[config.mk]
export PLATFORM = sky130hd
export DESIGN_NAME = exception_wake_router
export DESIGN_NICKNAME = d
export VERILOG_FILES = /design/src/verilog/exception_wake_router.v /design/src/verilog/fault_escalate.v /design/src/verilog/wake_filter.v
export VERILOG_INCLUDE_DIRS = /design/src /design/src/verilog
export SDC_FILE = /design/constraint.sdc
export NUM_CORES = 1
export LEC_CHECK = 0
export BUFFER_PORTS_ARGS = -buffer_cell sky130_fd_sc_hd__buf_2
export CAP_MARGIN = 15
export CELL_PAD_IN_SITES_DETAIL_PLACEMENT = 0
export CELL_PAD_IN_SITES_GLOBAL_PLACEMENT = 2
export CORE_MARGIN = 5
export CORE_UTILIZATION = 32
export DETAILED_ROUTE_END_ITERATION = 10
export GPL_ROUTABILITY_DRIVEN = 0
export HOLD_SLACK_MARGIN = 0.02
export PLACE_DENSITY_LB_ADDON = 0.1
export SLEW_MARGIN = 40
export SYNTH_ARGS = -nofsm -noshare
export SYNTH_HDL_FRONTEND = slang
export SYNTH_SLANG_ARGS = --single-unit
export TNS_END_PERCENT = 20
[constraint.sdc]
create_clock -name CLK_SYS_I -period 1.9 [get_ports CLK_SYS_I]
set_clock_uncertainty 0.1 [all_clocks]
set_input_delay 0.095 -clock CLK_SYS_I [delete_from_list [all_inputs] [get_ports CLK_SYS_I]]
set_output_delay 0.095 -clock CLK_SYS_I [all_outputs]
set_load 0.02 [all_outputs]
[src/verilog/exc_router_defines.vh]
`ifndef EXC_ROUTER_DEFINES_VH
`define EXC_ROUTER_DEFINES_VH
// exception numbers
`define EXC_NONE 4'h0
`define EXC_RESET 4'h1
`define EXC_NMI 4'h2
`define EXC_HARD_FAULT 4'h3
`define EXC_MEM_MANAGE 4'h4
`define EXC_BUS_FAULT 4'h5
`define EXC_USAGE_FAULT 4'h6
`define EXC_SUPERVISOR_CALL 4'hB
`define EXC_DEBUG_MON 4'hC
`define EXC_PENDED_SERVICE 4'hE
`define EXC_SYSTEM_TICK 4'hF
// peripheral vectors
`define NUM_VECTORS 19
`define DEEP_WAKE_MASK 19'h0_0FFF
`define VEC_OFFSET 8'h10
// priority fields: 3-bit levels; larger value is more urgent in this block
`define PRIO_W 3
// fixed urgency ranks (above any programmable level)
`define RANK_RESET 5'h0A
`define RANK_NMI 5'h09
`define RANK_HARD 5'h08
// power modes
`define MODE_ACTIVE 2'h0
`define MODE_CORE_SLEEP 2'h1
`define MODE_SYS_SLEEP 2'h2
`define MODE_HIBERNATE 2'h3
`endif

[src/verilog/exception_wake_router.v]
`timescale 1ns/10ps
`include "exc_router_defines.vh"
module exception_wake_router #(
   parameter NUM = `NUM_VECTORS
) (
   input wire CLK_SYS_I,
   input wire RSTN_I,
   input wire CE_I,
   input wire RESET_EVENT_I,
   input wire MEM_FAULT_I,
   input wire BUS_FAULT_I,
   input wire USAGE_FAULT_I,
   input wire [2:0] HANDLER_EN_I,
   input wire SUPERVISOR_CALL_I,
   input wire DEBUG_EVENT_I,
   input wire PENDED_SERVICE_SET_I,
   input wire SYSTEM_TICK_EXPIRE_I,
   input wire [6*`PRIO_W-1:0] SYS_PRIO_I,
   input wire [NUM-1:0] IRQ_I,
   input wire [NUM-1:0] IRQ_EN_I,
   input wire [NUM*`PRIO_W-1:0] IRQ_PRIO_I,
   input wire SLEEP_REQ_I,
   input wire [1:0] SLEEP_MODE_I,
   input wire IN_HANDLER_I,
   input wire [`PRIO_W-1:0] ACTIVE_PRIO_I,
   input wire TAKE_I,
   output reg EXC_VALID_O,
   output reg [7:0] EXC_NUM_O,
   output reg [4:0] EXC_RANK_O,
   output reg [1:0] POWER_MODE_O,
   output reg WAKE_O,
   output reg [NUM-1:0] PENDING_O
);
   // ==========================================================
   // reset release
   reg rst_meta;
   reg rst_sync;
   wire rst_n;
   always @(posedge CLK_SYS_I or negedge RSTN_I) begin
      if (!RSTN_I) begin
         rst_meta <= 1'b0;
         rst_sync <= 1'b0;
      end else begin
         rst_meta <= 1'b1;
         rst_sync <= rst_meta;
      end
   end
   assign rst_n = rst_sync;

   // ==========================================================
   // fault routing
   wire mem_req;
   wire bus_req;
   wire usage_req;
   wire hard_req;
   fault_escalate u_fault (
      .mem_fault_i(MEM_FAULT_I),
      .bus_fault_i(BUS_FAULT_I),
      .usage_fault_i(USAGE_FAULT_I),
      .handler_en_i(HANDLER_EN_I),
      .mem_req_o(mem_req),
      .bus_req_o(bus_req),
      .usage_req_o(usage_req),
      .hard_req_o(hard_req)
   );

   // ==========================================================
   // wake decision
   wire [NUM-1:0] wake_vec;
   wake_filter #(.NUM(NUM)) u_wake (
      .irq_i(IRQ_I & IRQ_EN_I),
      .prio_i(IRQ_PRIO_I),
      .mode_i(POWER_MODE_O),
      .in_handler_i(IN_HANDLER_I),
      .active_prio_i(ACTIVE_PRIO_I),
      .wake_o(wake_vec)
   );

   // ==========================================================
   // pending system exceptions, one bit per programmable slot
   // slot order: mem, bus, usage, supervisor call, debug, pended service, system tick
   reg [6:0] sys_pend;
   reg hard_pend;
   reg reset_pend;
   wire [6:0] sys_set;
   wire [6:0] sys_clr;
   wire hard_clr;
   wire reset_clr;
   assign sys_set = {SYSTEM_TICK_EXPIRE_I, PENDED_SERVICE_SET_I, DEBUG_EVENT_I, SUPERVISOR_CALL_I,
      usage_req, bus_req, mem_req};

   // programmable priority of a system slot (mem shares slot 0 with bus's field layout)
   function [`PRIO_W-1:0] sys_prio;
      input [2:0] slot;
      input [6*`PRIO_W-1:0] all;
      reg [2:0] idx;
      begin
         idx = (slot == 3'h0) ? 3'h0 : slot - 3'h1;
         sys_prio = all[idx*`PRIO_W +: `PRIO_W];
      end
   endfunction

   // exception number for each programmable slot
   // the slot is an integer so loop and generate indices pass in without truncation
   function [3:0] sys_num;
      input integer slot;
      begin
         case (slot)
            0: sys_num = `EXC_MEM_MANAGE;
            1: sys_num = `EXC_BUS_FAULT;
            2: sys_num = `EXC_USAGE_FAULT;
            3: sys_num = `EXC_SUPERVISOR_CALL;
            4: sys_num = `EXC_DEBUG_MON;
            5: sys_num = `EXC_PENDED_SERVICE;
            default: sys_num = `EXC_SYSTEM_TICK;
         endcase
      end
   endfunction

   // the core takes whatever is on show in the cycle in which it raises its take strobe
   wire take_now;
   assign take_now = TAKE_I & EXC_VALID_O;

   // true when the number on show is a given system exception; all inputs are
   // arguments so that continuous assignments using it follow every change
   function shows_num;
      input [7:0] shown;
      input [3:0] code;
      begin
         shows_num = (shown == {4'h0, code});
      end
   endfunction

   // ==========================================================
   // arbitration: fixed ranks first, then highest programmable value
   reg [7:0] next_num;
   reg [4:0] next_rank;
   reg next_valid;
   reg [4:0] best;
   reg [4:0] cand;
   reg [7:0] sel;
   integer i;
   always @* begin
      next_valid = 1'b0;
      next_num = 8'h00;
      next_rank = 5'h00;
      best = 5'h00;
      cand = 5'h00;
      sel = 8'h00;
      if (reset_pend) begin
         next_valid = 1'b1;
         next_num = {4'h0, `EXC_RESET};
         next_rank = `RANK_RESET;
      end else if (hard_pend) begin
         next_valid = 1'b1;
         next_num = {4'h0, `EXC_HARD_FAULT};
         next_rank = `RANK_HARD;
      end else begin
         // lower number wins a tie, so scan downward with >=
         for (i = NUM - 1; i >= 0; i = i - 1) begin
            cand = {2'h0, IRQ_PRIO_I[i*`PRIO_W +: `PRIO_W]};
            if (PENDING_O[i] && (!next_valid || cand >= best)) begin
               next_valid = 1'b1;
               best = cand;
               sel = `VEC_OFFSET + i[7:0];
            end
         end
         for (i = 6; i >= 0; i = i - 1) begin
            cand = {2'h0, sys_prio(i[2:0], SYS_PRIO_I)};
            if (sys_pend[i] && (!next_valid || cand >= best)) begin
               next_valid = 1'b1;
               best = cand;
               sel = {4'h0, sys_num(i)};
            end
         end
         next_num = sel;
         next_rank = best;
      end
   end

   // the nonmaskable exception has no source here, so nothing ever selects it
   // its rank constant is kept only to document where it would sit
   assign reset_clr = take_now && shows_num(EXC_NUM_O, `EXC_RESET);
   assign hard_clr = take_now && shows_num(EXC_NUM_O, `EXC_HARD_FAULT);
   genvar g;
   generate
      for (g = 0; g < 7; g = g + 1) begin : gen_clr
         assign sys_clr[g] = take_now && shows_num(EXC_NUM_O, sys_num(g));
      end
   endgenerate

   // ==========================================================
   // pending state: a new request wins over a take in the same cycle
   integer k;
   always @(posedge CLK_SYS_I or negedge rst_n) begin
      if (!rst_n) begin
         reset_pend <= 1'b1; // coming out of any reset is itself exception 1
         hard_pend <= 1'b0;
         sys_pend <= 7'h00;
         PENDING_O <= {NUM{1'b0}};
      end else if (CE_I) begin
         reset_pend <= RESET_EVENT_I | (reset_pend & ~reset_clr);
         hard_pend <= hard_req | (hard_pend & ~hard_clr);
         sys_pend <= sys_set | (sys_pend & ~sys_clr);
         for (k = 0; k < NUM; k = k + 1) begin
            PENDING_O[k] <= (IRQ_I[k] & IRQ_EN_I[k]) | (PENDING_O[k] & ~(take_now &&
               EXC_NUM_O == `VEC_OFFSET + k[7:0]));
         end
      end
   end

   // ==========================================================
   // exception presentation to the core
   always @(posedge CLK_SYS_I or negedge rst_n) begin
      if (!rst_n) begin
         EXC_VALID_O <= 1'b0;
         EXC_NUM_O <= 8'h00;
         EXC_RANK_O <= 5'h00;
      end else if (CE_I) begin
         EXC_VALID_O <= next_valid;
         EXC_NUM_O <= next_num;
         EXC_RANK_O <= next_rank;
      end
   end

   // ==========================================================
   // power mode tracking, kept one-hot so each mode is a single flip-flop
   localparam [3:0] ST_ACTIVE = 4'b0001;
   localparam [3:0] ST_CORE = 4'b0010;
   localparam [3:0] ST_SYS = 4'b0100;
   localparam [3:0] ST_HIB = 4'b1000;
   reg [3:0] pwr_state;
   reg [3:0] next_state;
   wire any_wake;
   assign any_wake = |wake_vec;

   // one-hot target for a requested mode code; the active code asks for nothing
   function [3:0] mode_state;
      input [1:0] code;
      begin
         case (code)
            `MODE_CORE_SLEEP: mode_state = ST_CORE;
            `MODE_SYS_SLEEP: mode_state = ST_SYS;
            `MODE_HIBERNATE: mode_state = ST_HIB;
            default: mode_state = ST_ACTIVE;
         endcase
      end
   endfunction

   // mode code shown to the rest of the system for each one-hot state
   function [1:0] state_code;
      input [3:0] st;
      begin
         case (st)
            ST_CORE: state_code = `MODE_CORE_SLEEP;
            ST_SYS: state_code = `MODE_SYS_SLEEP;
            ST_HIB: state_code = `MODE_HIBERNATE;
            default: state_code = `MODE_ACTIVE;
         endcase
      end
   endfunction

   // sleep is only entered from active mode; a request made inside a handler is still
   // honoured, since keeping out of sleep there is left to software
   always @* begin
      next_state = pwr_state;
      case (pwr_state)
         ST_ACTIVE: begin
            if (SLEEP_REQ_I) begin
               next_state = mode_state(SLEEP_MODE_I);
            end
         end
         ST_CORE: begin
            if (any_wake) begin
               next_state = ST_ACTIVE;
            end
         end
         ST_SYS, ST_HIB: begin
            if (any_wake) begin
               next_state = ST_ACTIVE;
            end
         end
         default: begin
            next_state = ST_ACTIVE; // a corrupted state falls back to running
         end
      endcase
   end

   // the mode code is registered beside the state so the output comes from a flop
   always @(posedge CLK_SYS_I or negedge rst_n) begin
      if (!rst_n) begin
         pwr_state <= ST_ACTIVE;
         POWER_MODE_O <= `MODE_ACTIVE;
         WAKE_O <= 1'b0;
      end else if (CE_I) begin
         pwr_state <= next_state;
         POWER_MODE_O <= state_code(next_state);
         WAKE_O <= any_wake;
      end
   end
endmodule // exception_wake_router

[src/verilog/fault_escalate.v]
`timescale 1ns/10ps
`include "exc_router_defines.vh"
// maps fault causes onto system exceptions, escalating disabled ones
module fault_escalate (
   input wire mem_fault_i,
   input wire bus_fault_i,
   input wire usage_fault_i,
   input wire [2:0] handler_en_i,
   output wire mem_req_o,
   output wire bus_req_o,
   output wire usage_req_o,
   output wire hard_req_o
);
   // a fault with its own handler enabled goes there, otherwise it becomes hard fault
   assign mem_req_o = mem_fault_i & handler_en_i[0];
   assign bus_req_o = bus_fault_i & handler_en_i[1];
   assign usage_req_o = usage_fault_i & handler_en_i[2];
   assign hard_req_o = (mem_fault_i & ~handler_en_i[0]) | (bus_fault_i & ~handler_en_i[1])
      | (usage_fault_i & ~handler_en_i[2]);
endmodule // fault_escalate

[src/verilog/wake_filter.v]
`timescale 1ns/10ps
`include "exc_router_defines.vh"
// decides which peripheral vectors may wake the core in the present mode
module wake_filter #(
   parameter NUM = `NUM_VECTORS
) (
   input wire [NUM-1:0] irq_i,
   input wire [NUM*`PRIO_W-1:0] prio_i,
   input wire [1:0] mode_i,
   input wire in_handler_i,
   input wire [`PRIO_W-1:0] active_prio_i,
   output wire [NUM-1:0] wake_o
);
   localparam [NUM-1:0] DEEP = `DEEP_WAKE_MASK;
   genvar g;
   generate
      for (g = 0; g < NUM; g = g + 1) begin : gen_wake
         wire deep_ok;
         wire prio_ok;
         // deeper modes only accept the always-on sources
         assign deep_ok = (mode_i == `MODE_CORE_SLEEP) | DEEP[g];
         // inside a handler only a strictly more urgent source may wake
         assign prio_ok = ~in_handler_i |
            (prio_i[g*`PRIO_W +: `PRIO_W] > active_prio_i);
         assign wake_o[g] = irq_i[g] & deep_ok & prio_ok & (mode_i != `MODE_ACTIVE);
      end
   endgenerate
endmodule // wake_filter
# Word-level counts from Yosys, hierarchy flattened
# Index checks and enable logic that the tools add are counted.
# classes
n_lt_le_gt_ge,44
reduce_logical,106
div,0
n_mux,189
eq_ne,39
n_bitwise,163
shift,0
n_addsub,0
n_mul,0
# ops
operator,count
$mux W5,77
$mux W8,27
$eq A8 B5 Y1 const B,16
$ge A3 B5 Y1,25
$and A1 B1 Y1,92
$mux W1,78
$gt A3 B3 Y1,19
$logic_and A1 B1 Y1,53
$or A1 B1 Y1,42
$eq A8 B4 Y1 const B,4
$logic_not A1 Y1,25
$logic_or A1 B1 Y1,25
$not A1 Y1,25
$eq A8 B3 Y1 const B,3
$eq A8 B6 Y1 const B,3
$and A19 B19 Y19,1
$reduce_or A19 Y1,1
$pmux W4 S3,1
$eq A4 B2 Y1 const B,2
$eq A4 B3 Y1 const B,2
$eq A4 B4 Y1 const B,2
$eq A8 B1 Y1 const B,1
$eq A8 B2 Y1 const B,1
$mux W4,2
other kinds (12),14
# totals
ram_bits,0
memories,0
ff_bits,51
wordCells,553
mem_bits_ro,0
latch_bits,0

# Depth between registers and ports, before layout
# logic_depth
depth_word,153
mapped_depth,183
depth_no_buf,178

# Cells and area by module
# A second synthesis with hierarchy kept.
# hier_totals
cells_unflattened,1041
hier_area_um2,7883.8
# modules_own_cells
module,cells_per_inst,seq_area_each_um2,n_inst,area_each_um2
exception_wake_router,834,1203.7,1,6367.4
wake_filter,200,0.0,1,1467.7
fault_escalate,7,0.0,1,48.8

# Worst setup path before layout
# OpenSTA, ideal clock, no wires.
# synth_timing
path_type,register to register
from,register PENDING_O[18]
to,register EXC_NUM_O[5]
setup_time_ns,0.067
slack_ns,-31.184
synth_period_minus_slack_ns,33.084
stages_incl_launch_ff,173
n_path_buf,5
arrival_time_ns,32.917
cell_sequence,dfrtp_1 -> buf_4 -> and2_1 -> ha_1 -> nor2b_1 -> o2111ai_1 -> and3_1 -> or2_2 -> ha_1 -> nand2b_1 -> a2111o_1 -> and2_4 -> a311oi_1 -> or2_2 -> ha_1 -> o21ai_0 -> nor2_1 -> o31ai_1 -> (+137 left out) -> nand2_1 -> inv_1 -> ha_1 -> nand2b_1 -> a21oi_1 -> nor2b_1 -> o31ai_1 -> nor2_1 -> a21oi_1 -> ha_1 -> nand2b_1 -> a21oi_1 -> nor2b_1 -> o31ai_1 -> and2_1 -> nand2_1 -> nor3_1 -> a32o_1
# synth_between
elab_chain_len,153
# synth_lines
element,line,rtl
start: declaration,exception_wake_router.v:32,output reg [NUM-1:0] PENDING_O
start signal: assignment,exception_wake_router.v:200,PENDING_O <= {NUM{1'b0}};
start signal: indexed assignment,exception_wake_router.v:206,PENDING_O[k] <= (IRQ_I[k] & IRQ_EN_I[k]) | (PENDING_O[k] & ~(take_now &&
$mux W3 or $mux W1 (tied branches),exception_wake_router.v:162,if (PENDING_O[i] && (!next_valid || cand >= best)) begin
$mux W5 or $mux W1 (tied branches),exception_wake_router.v:154,end else if (hard_pend) begin
$mux W5 or $mux W1 (tied branches),exception_wake_router.v:150,if (reset_pend) begin
$ge A3 B5 Y1 or $logic_not A1 Y1 (tied branches),exception_wake_router.v:162,
$logic_or A1 B1 Y1,exception_wake_router.v:162,
$logic_and A1 B1 Y1,exception_wake_router.v:162,
$mux W5 or $mux W1 (tied branches),exception_wake_router.v:162,
$mux W5 or $mux W1 (tied branches),exception_wake_router.v:154,
(+137 left out),n/a,
$mux W5 or $mux W1 (tied branches),exception_wake_router.v:154,
$mux W5 or $mux W1 (tied branches),exception_wake_router.v:150,
$ge A3 B5 Y1 or $logic_not A1 Y1 (tied branches),exception_wake_router.v:170,if (sys_pend[i] && (!next_valid || cand >= best)) begin
$logic_or A1 B1 Y1,exception_wake_router.v:170,
$logic_and A1 B1 Y1,exception_wake_router.v:170,
$mux W8 *,exception_wake_router.v:170,
$mux W8 *,exception_wake_router.v:154,
$mux W8 *,exception_wake_router.v:150,
end signal: assignment,exception_wake_router.v:221,EXC_NUM_O <= next_num;
end: declaration,exception_wake_router.v:28,"output reg [7:0] EXC_NUM_O,"
# Mark *: on every way between the ends. The rest lies on a longest branch, timed or not. The select of a mux whose other input is x is not followed.
# A chain may end at the register's enable or synchronous reset.

# Final worst setup path
# layout_timing
from,register PENDING_O[18]
to,register EXC_NUM_O[2]
# Same word-level chain as after synthesis.

==> results by group <==
Synth
  • Post-synth EDFFs: 0
  • Synthesized area: 7480 um2
  • Synth top cells by count: nand2_1, ha_1, o21ai_0
  • Avg Inst Size Synth: 7.53 um2
  • Most used DFF post-synth: dfrtp_1
  • Yosys reg bits: 48
  • Synth top area cells: ha_1, dfrtp_1, nand2_1, o21ai_0, inv_1
  • Seq/Total Area, Yosys: 16.1%
  • Post-synth top area cell: ha_1
  • YS warnings: 0
  • Distinct cells, synth: 92
  • Top-count cell post-synth: nand2_1
  • Synth top area share: 19.2%
  • Mapped Cells: 993
  • FFs w/ async S/R, synth: 100%

Clocking
  • CTS tree: yes
  • CTS Buf Count: 5
  • Clk pin slew, worst setup/hold paths: 0.08 ns
  • Largest buffer count on any clock path: 2
  • Clk root buf: clkbuf_16
  • Clock sink count: 48
  • Skew-Pair Late Insertion Delay: 0.30 ns
  • CTS H-Tree Depth: 2

Layout
  • Antenna diodes: 0
  • Fillers: 2196
  • P&R area growth vs syn: 84.8%
  • FF+latch area: 1210 um2
  • Fin nets: 1880
  • Multi-input combinational cell area: 7150 um2
  • Share of cells above drive strength 1: 53.4%
  • Final Core Density: 59.4%

Placement
  • IO Port Bufs: 167
  • Dpl ws: -28.86 ns
  • Final HPWL DP: 27400 um

Die
  • Cell Rows: 56
  • Core footprint: 23300 um2
  • Die width: 163 um
  • Starting Density: 32.1%
  • DIE AREA: 26500 um2
  • Die height: 163 um
  • I/O Pins: 171

Detailed routing
  • Met2 wire len: 16600 um
  • 1st-pass router iterations: 5
  • DR WL/cell: 17.3 um
  • M1 WL: 14800 um
  • Total wire length: 33700 um
  • Routed wl met3: 1440 um
  • # DRC: 0
  • 1st-iter DRT viols: 417
  • Vias/cell: 5.12
  • DR top layer: met4
  • Final ANT Viol Nets: 0
  • Total number of vias: 9993

Setup path
  • Kind of critical path: flop to flop
  • R2R cell count: 172
  • Critical path's most frequent cell: nand2b_4
  • Data arrival time of the worst path: 30.40 ns
  • Startpoint class of the critical path: flop
  • Setup crit end kind: flop
  • CP max stage delay: 0.44 ns
  • Crit path max fanout: 6
  • CP max-delay cell: a2111o_1
  • CP Data Required Time: 1.98 ns

Timing
  • Unrepaired setup endpoints after global routing: yes
  • Worst hold slack: 0.0220 ns
  • Worst rel slew slack: 52.8%
  • Worst Max-Slew Pin Slew: 0.701 ns
  • Setup TNS: -260.77 ns
  • Fmax: 33.0 MHz
  • Final Critical Period: 30.32 ns
  • Max Slew Vio Count: 0
  • Fin. Hold Viols: 0
  • Post-route setup slack: -28.42 ns
  • Period utilisation layout: 1600%
  • Final setup viols: 17

Status
  • Status: finished, violations left
  • Failing checks: negative setup slack

Global route
  • Tot GR Track Use: 24.0%
  • Largest net degree at the start of global routing: 47
  • First-pass GRT wire length: 51300 um
  • Vias in the first global route: 9979
  • Antenna violations before repair: 0
  • GR Overflow Total: 0

Job
  • Max-cap viol count: 0

Hold path
  • Worst Hold Depth: 3
  • HP Class: primary input to flop
[per-stage QoR]
| stage | cells | instance area [um2] |
|---|---|---|
| finish | 1950 | 13800 |
| global route | 1950 | 13800 |
| floorplan | 995 | 8090 |
| detailed placement | 1867 | 12300 |
| global placement | 1867 | 12300 |
| CTS | 1919 | 13100 |
[area by class of cell]
cell class,instances,area share (%)
multi-input combinational,852,51.8
clock buffer,5,0.906
tap,319,2.89
inverter,75,2.06
sequential,48,8.74
timing repair buffer,648,33.1
clock inverter,3,0.498
[layer usage]
layer | track usage, % | vias up
met5 | 0 | -
met2 | 42.0 | 225
met1 | 31.8 | 4728
li1 | - | 4990
met3 | 2.58 | 50
met4 | 5.34 | 0
[worst paths after layout]
kind / end / slack (ns) / from
min in group asynchronous: sys_pend[1] / 0.16 / rst_n
setup reg to reg: EXC_NUM_O[2] / -28.42 / PENDING_O[18]
max in group asynchronous: rst_n / 1.03 / RSTN_I
hold / removal: PENDING_O[17] / 0.02 / IRQ_EN_I[17]
hold reg to reg: sys_pend[1] / 0.16 / rst_n
setup / recovery: EXC_NUM_O[2] / -28.42 / PENDING_O[18]
[worst max-delay path, delay by kind of cell, from the launching register on]
kind,cells,cell delay (ns)
and+or+nand+nor,61,8.76
adders and majority gates,25,6.00
AOI/OAI and AO/OA,68,11.98
buffers and inverters,12,1.33
muxes,6,1.60
DFF,1,0.42
[registers in the layout, indices dropped and copies added (netlist names)]
| register | flops |
|---|---|
| POWER_MODE_O | 2 |
| EXC_NUM_O | 6 |
| PENDING_O | 19 |
| sys_pend | 7 |
| EXC_RANK_O | 4 |
| hard_pend | 1 |
| reset_pend | 1 |
| EXC_VALID_O | 1 |
| pwr_state | 4 |
| WAKE_O | 1 |
| rst_n | 1 |
| rst_meta | 1 |
[cells by family after synthesis]
| logic type | Yosys count | synth area share (%) |
|---|---|---|
| multiplexers | 14 | 1.99 |
| buffers and inverters | 95 | 4.99 |
| flip-flops | 48 | 16.1 |
| AO/OA/AOI/OAI | 341 | 32.2 |
| other | 2 | 0.100 |
| AND/OR/NAND/NOR | 376 | 25.1 |
| adder cells (fa/ha/maj) | 116 | 19.4 |
| XOR/XNOR | 1 | 0.117 |
[cell usage in the layout, fill, tap and decap left out, types with 14 or more instances in the layout]
cell type | netlist | layout
a21oi_1 | 55 | 37
o21ai_2 | 1 | 16
ha_4 | 0 | 17
o21ai_0 | 80 | 56
buf_4 | 4 | 454
a21o_1 | 18 | 18
dfrtp_1 | 46 | 43
o21a_1 | 23 | 23
ha_1 | 115 | 93
a21oi_2 | 1 | 16
inv_1 | 75 | 73
nand2b_4 | 0 | 18
nor2_1 | 54 | 46
dlygate4sd3_1 | 0 | 16
nand3_1 | 34 | 30
nand2_1 | 132 | 119
nor2b_1 | 20 | 15
nor3_1 | 18 | 14
buf_2 | 1 | 166
[timing repair]
action / CTS / global route
endpoints found under the hold margin: 13 / 0
setup buffers: 28 / 31
endpoints found under the setup margin: 17 / 18
hold buffers: 16 / 0
resized for setup: 47 / 102
pin swaps: 37 / 89
Power is left out: the tool's default activity adds up to more than one toggle a clock period on the data nets, which glitch-free logic cannot reach.
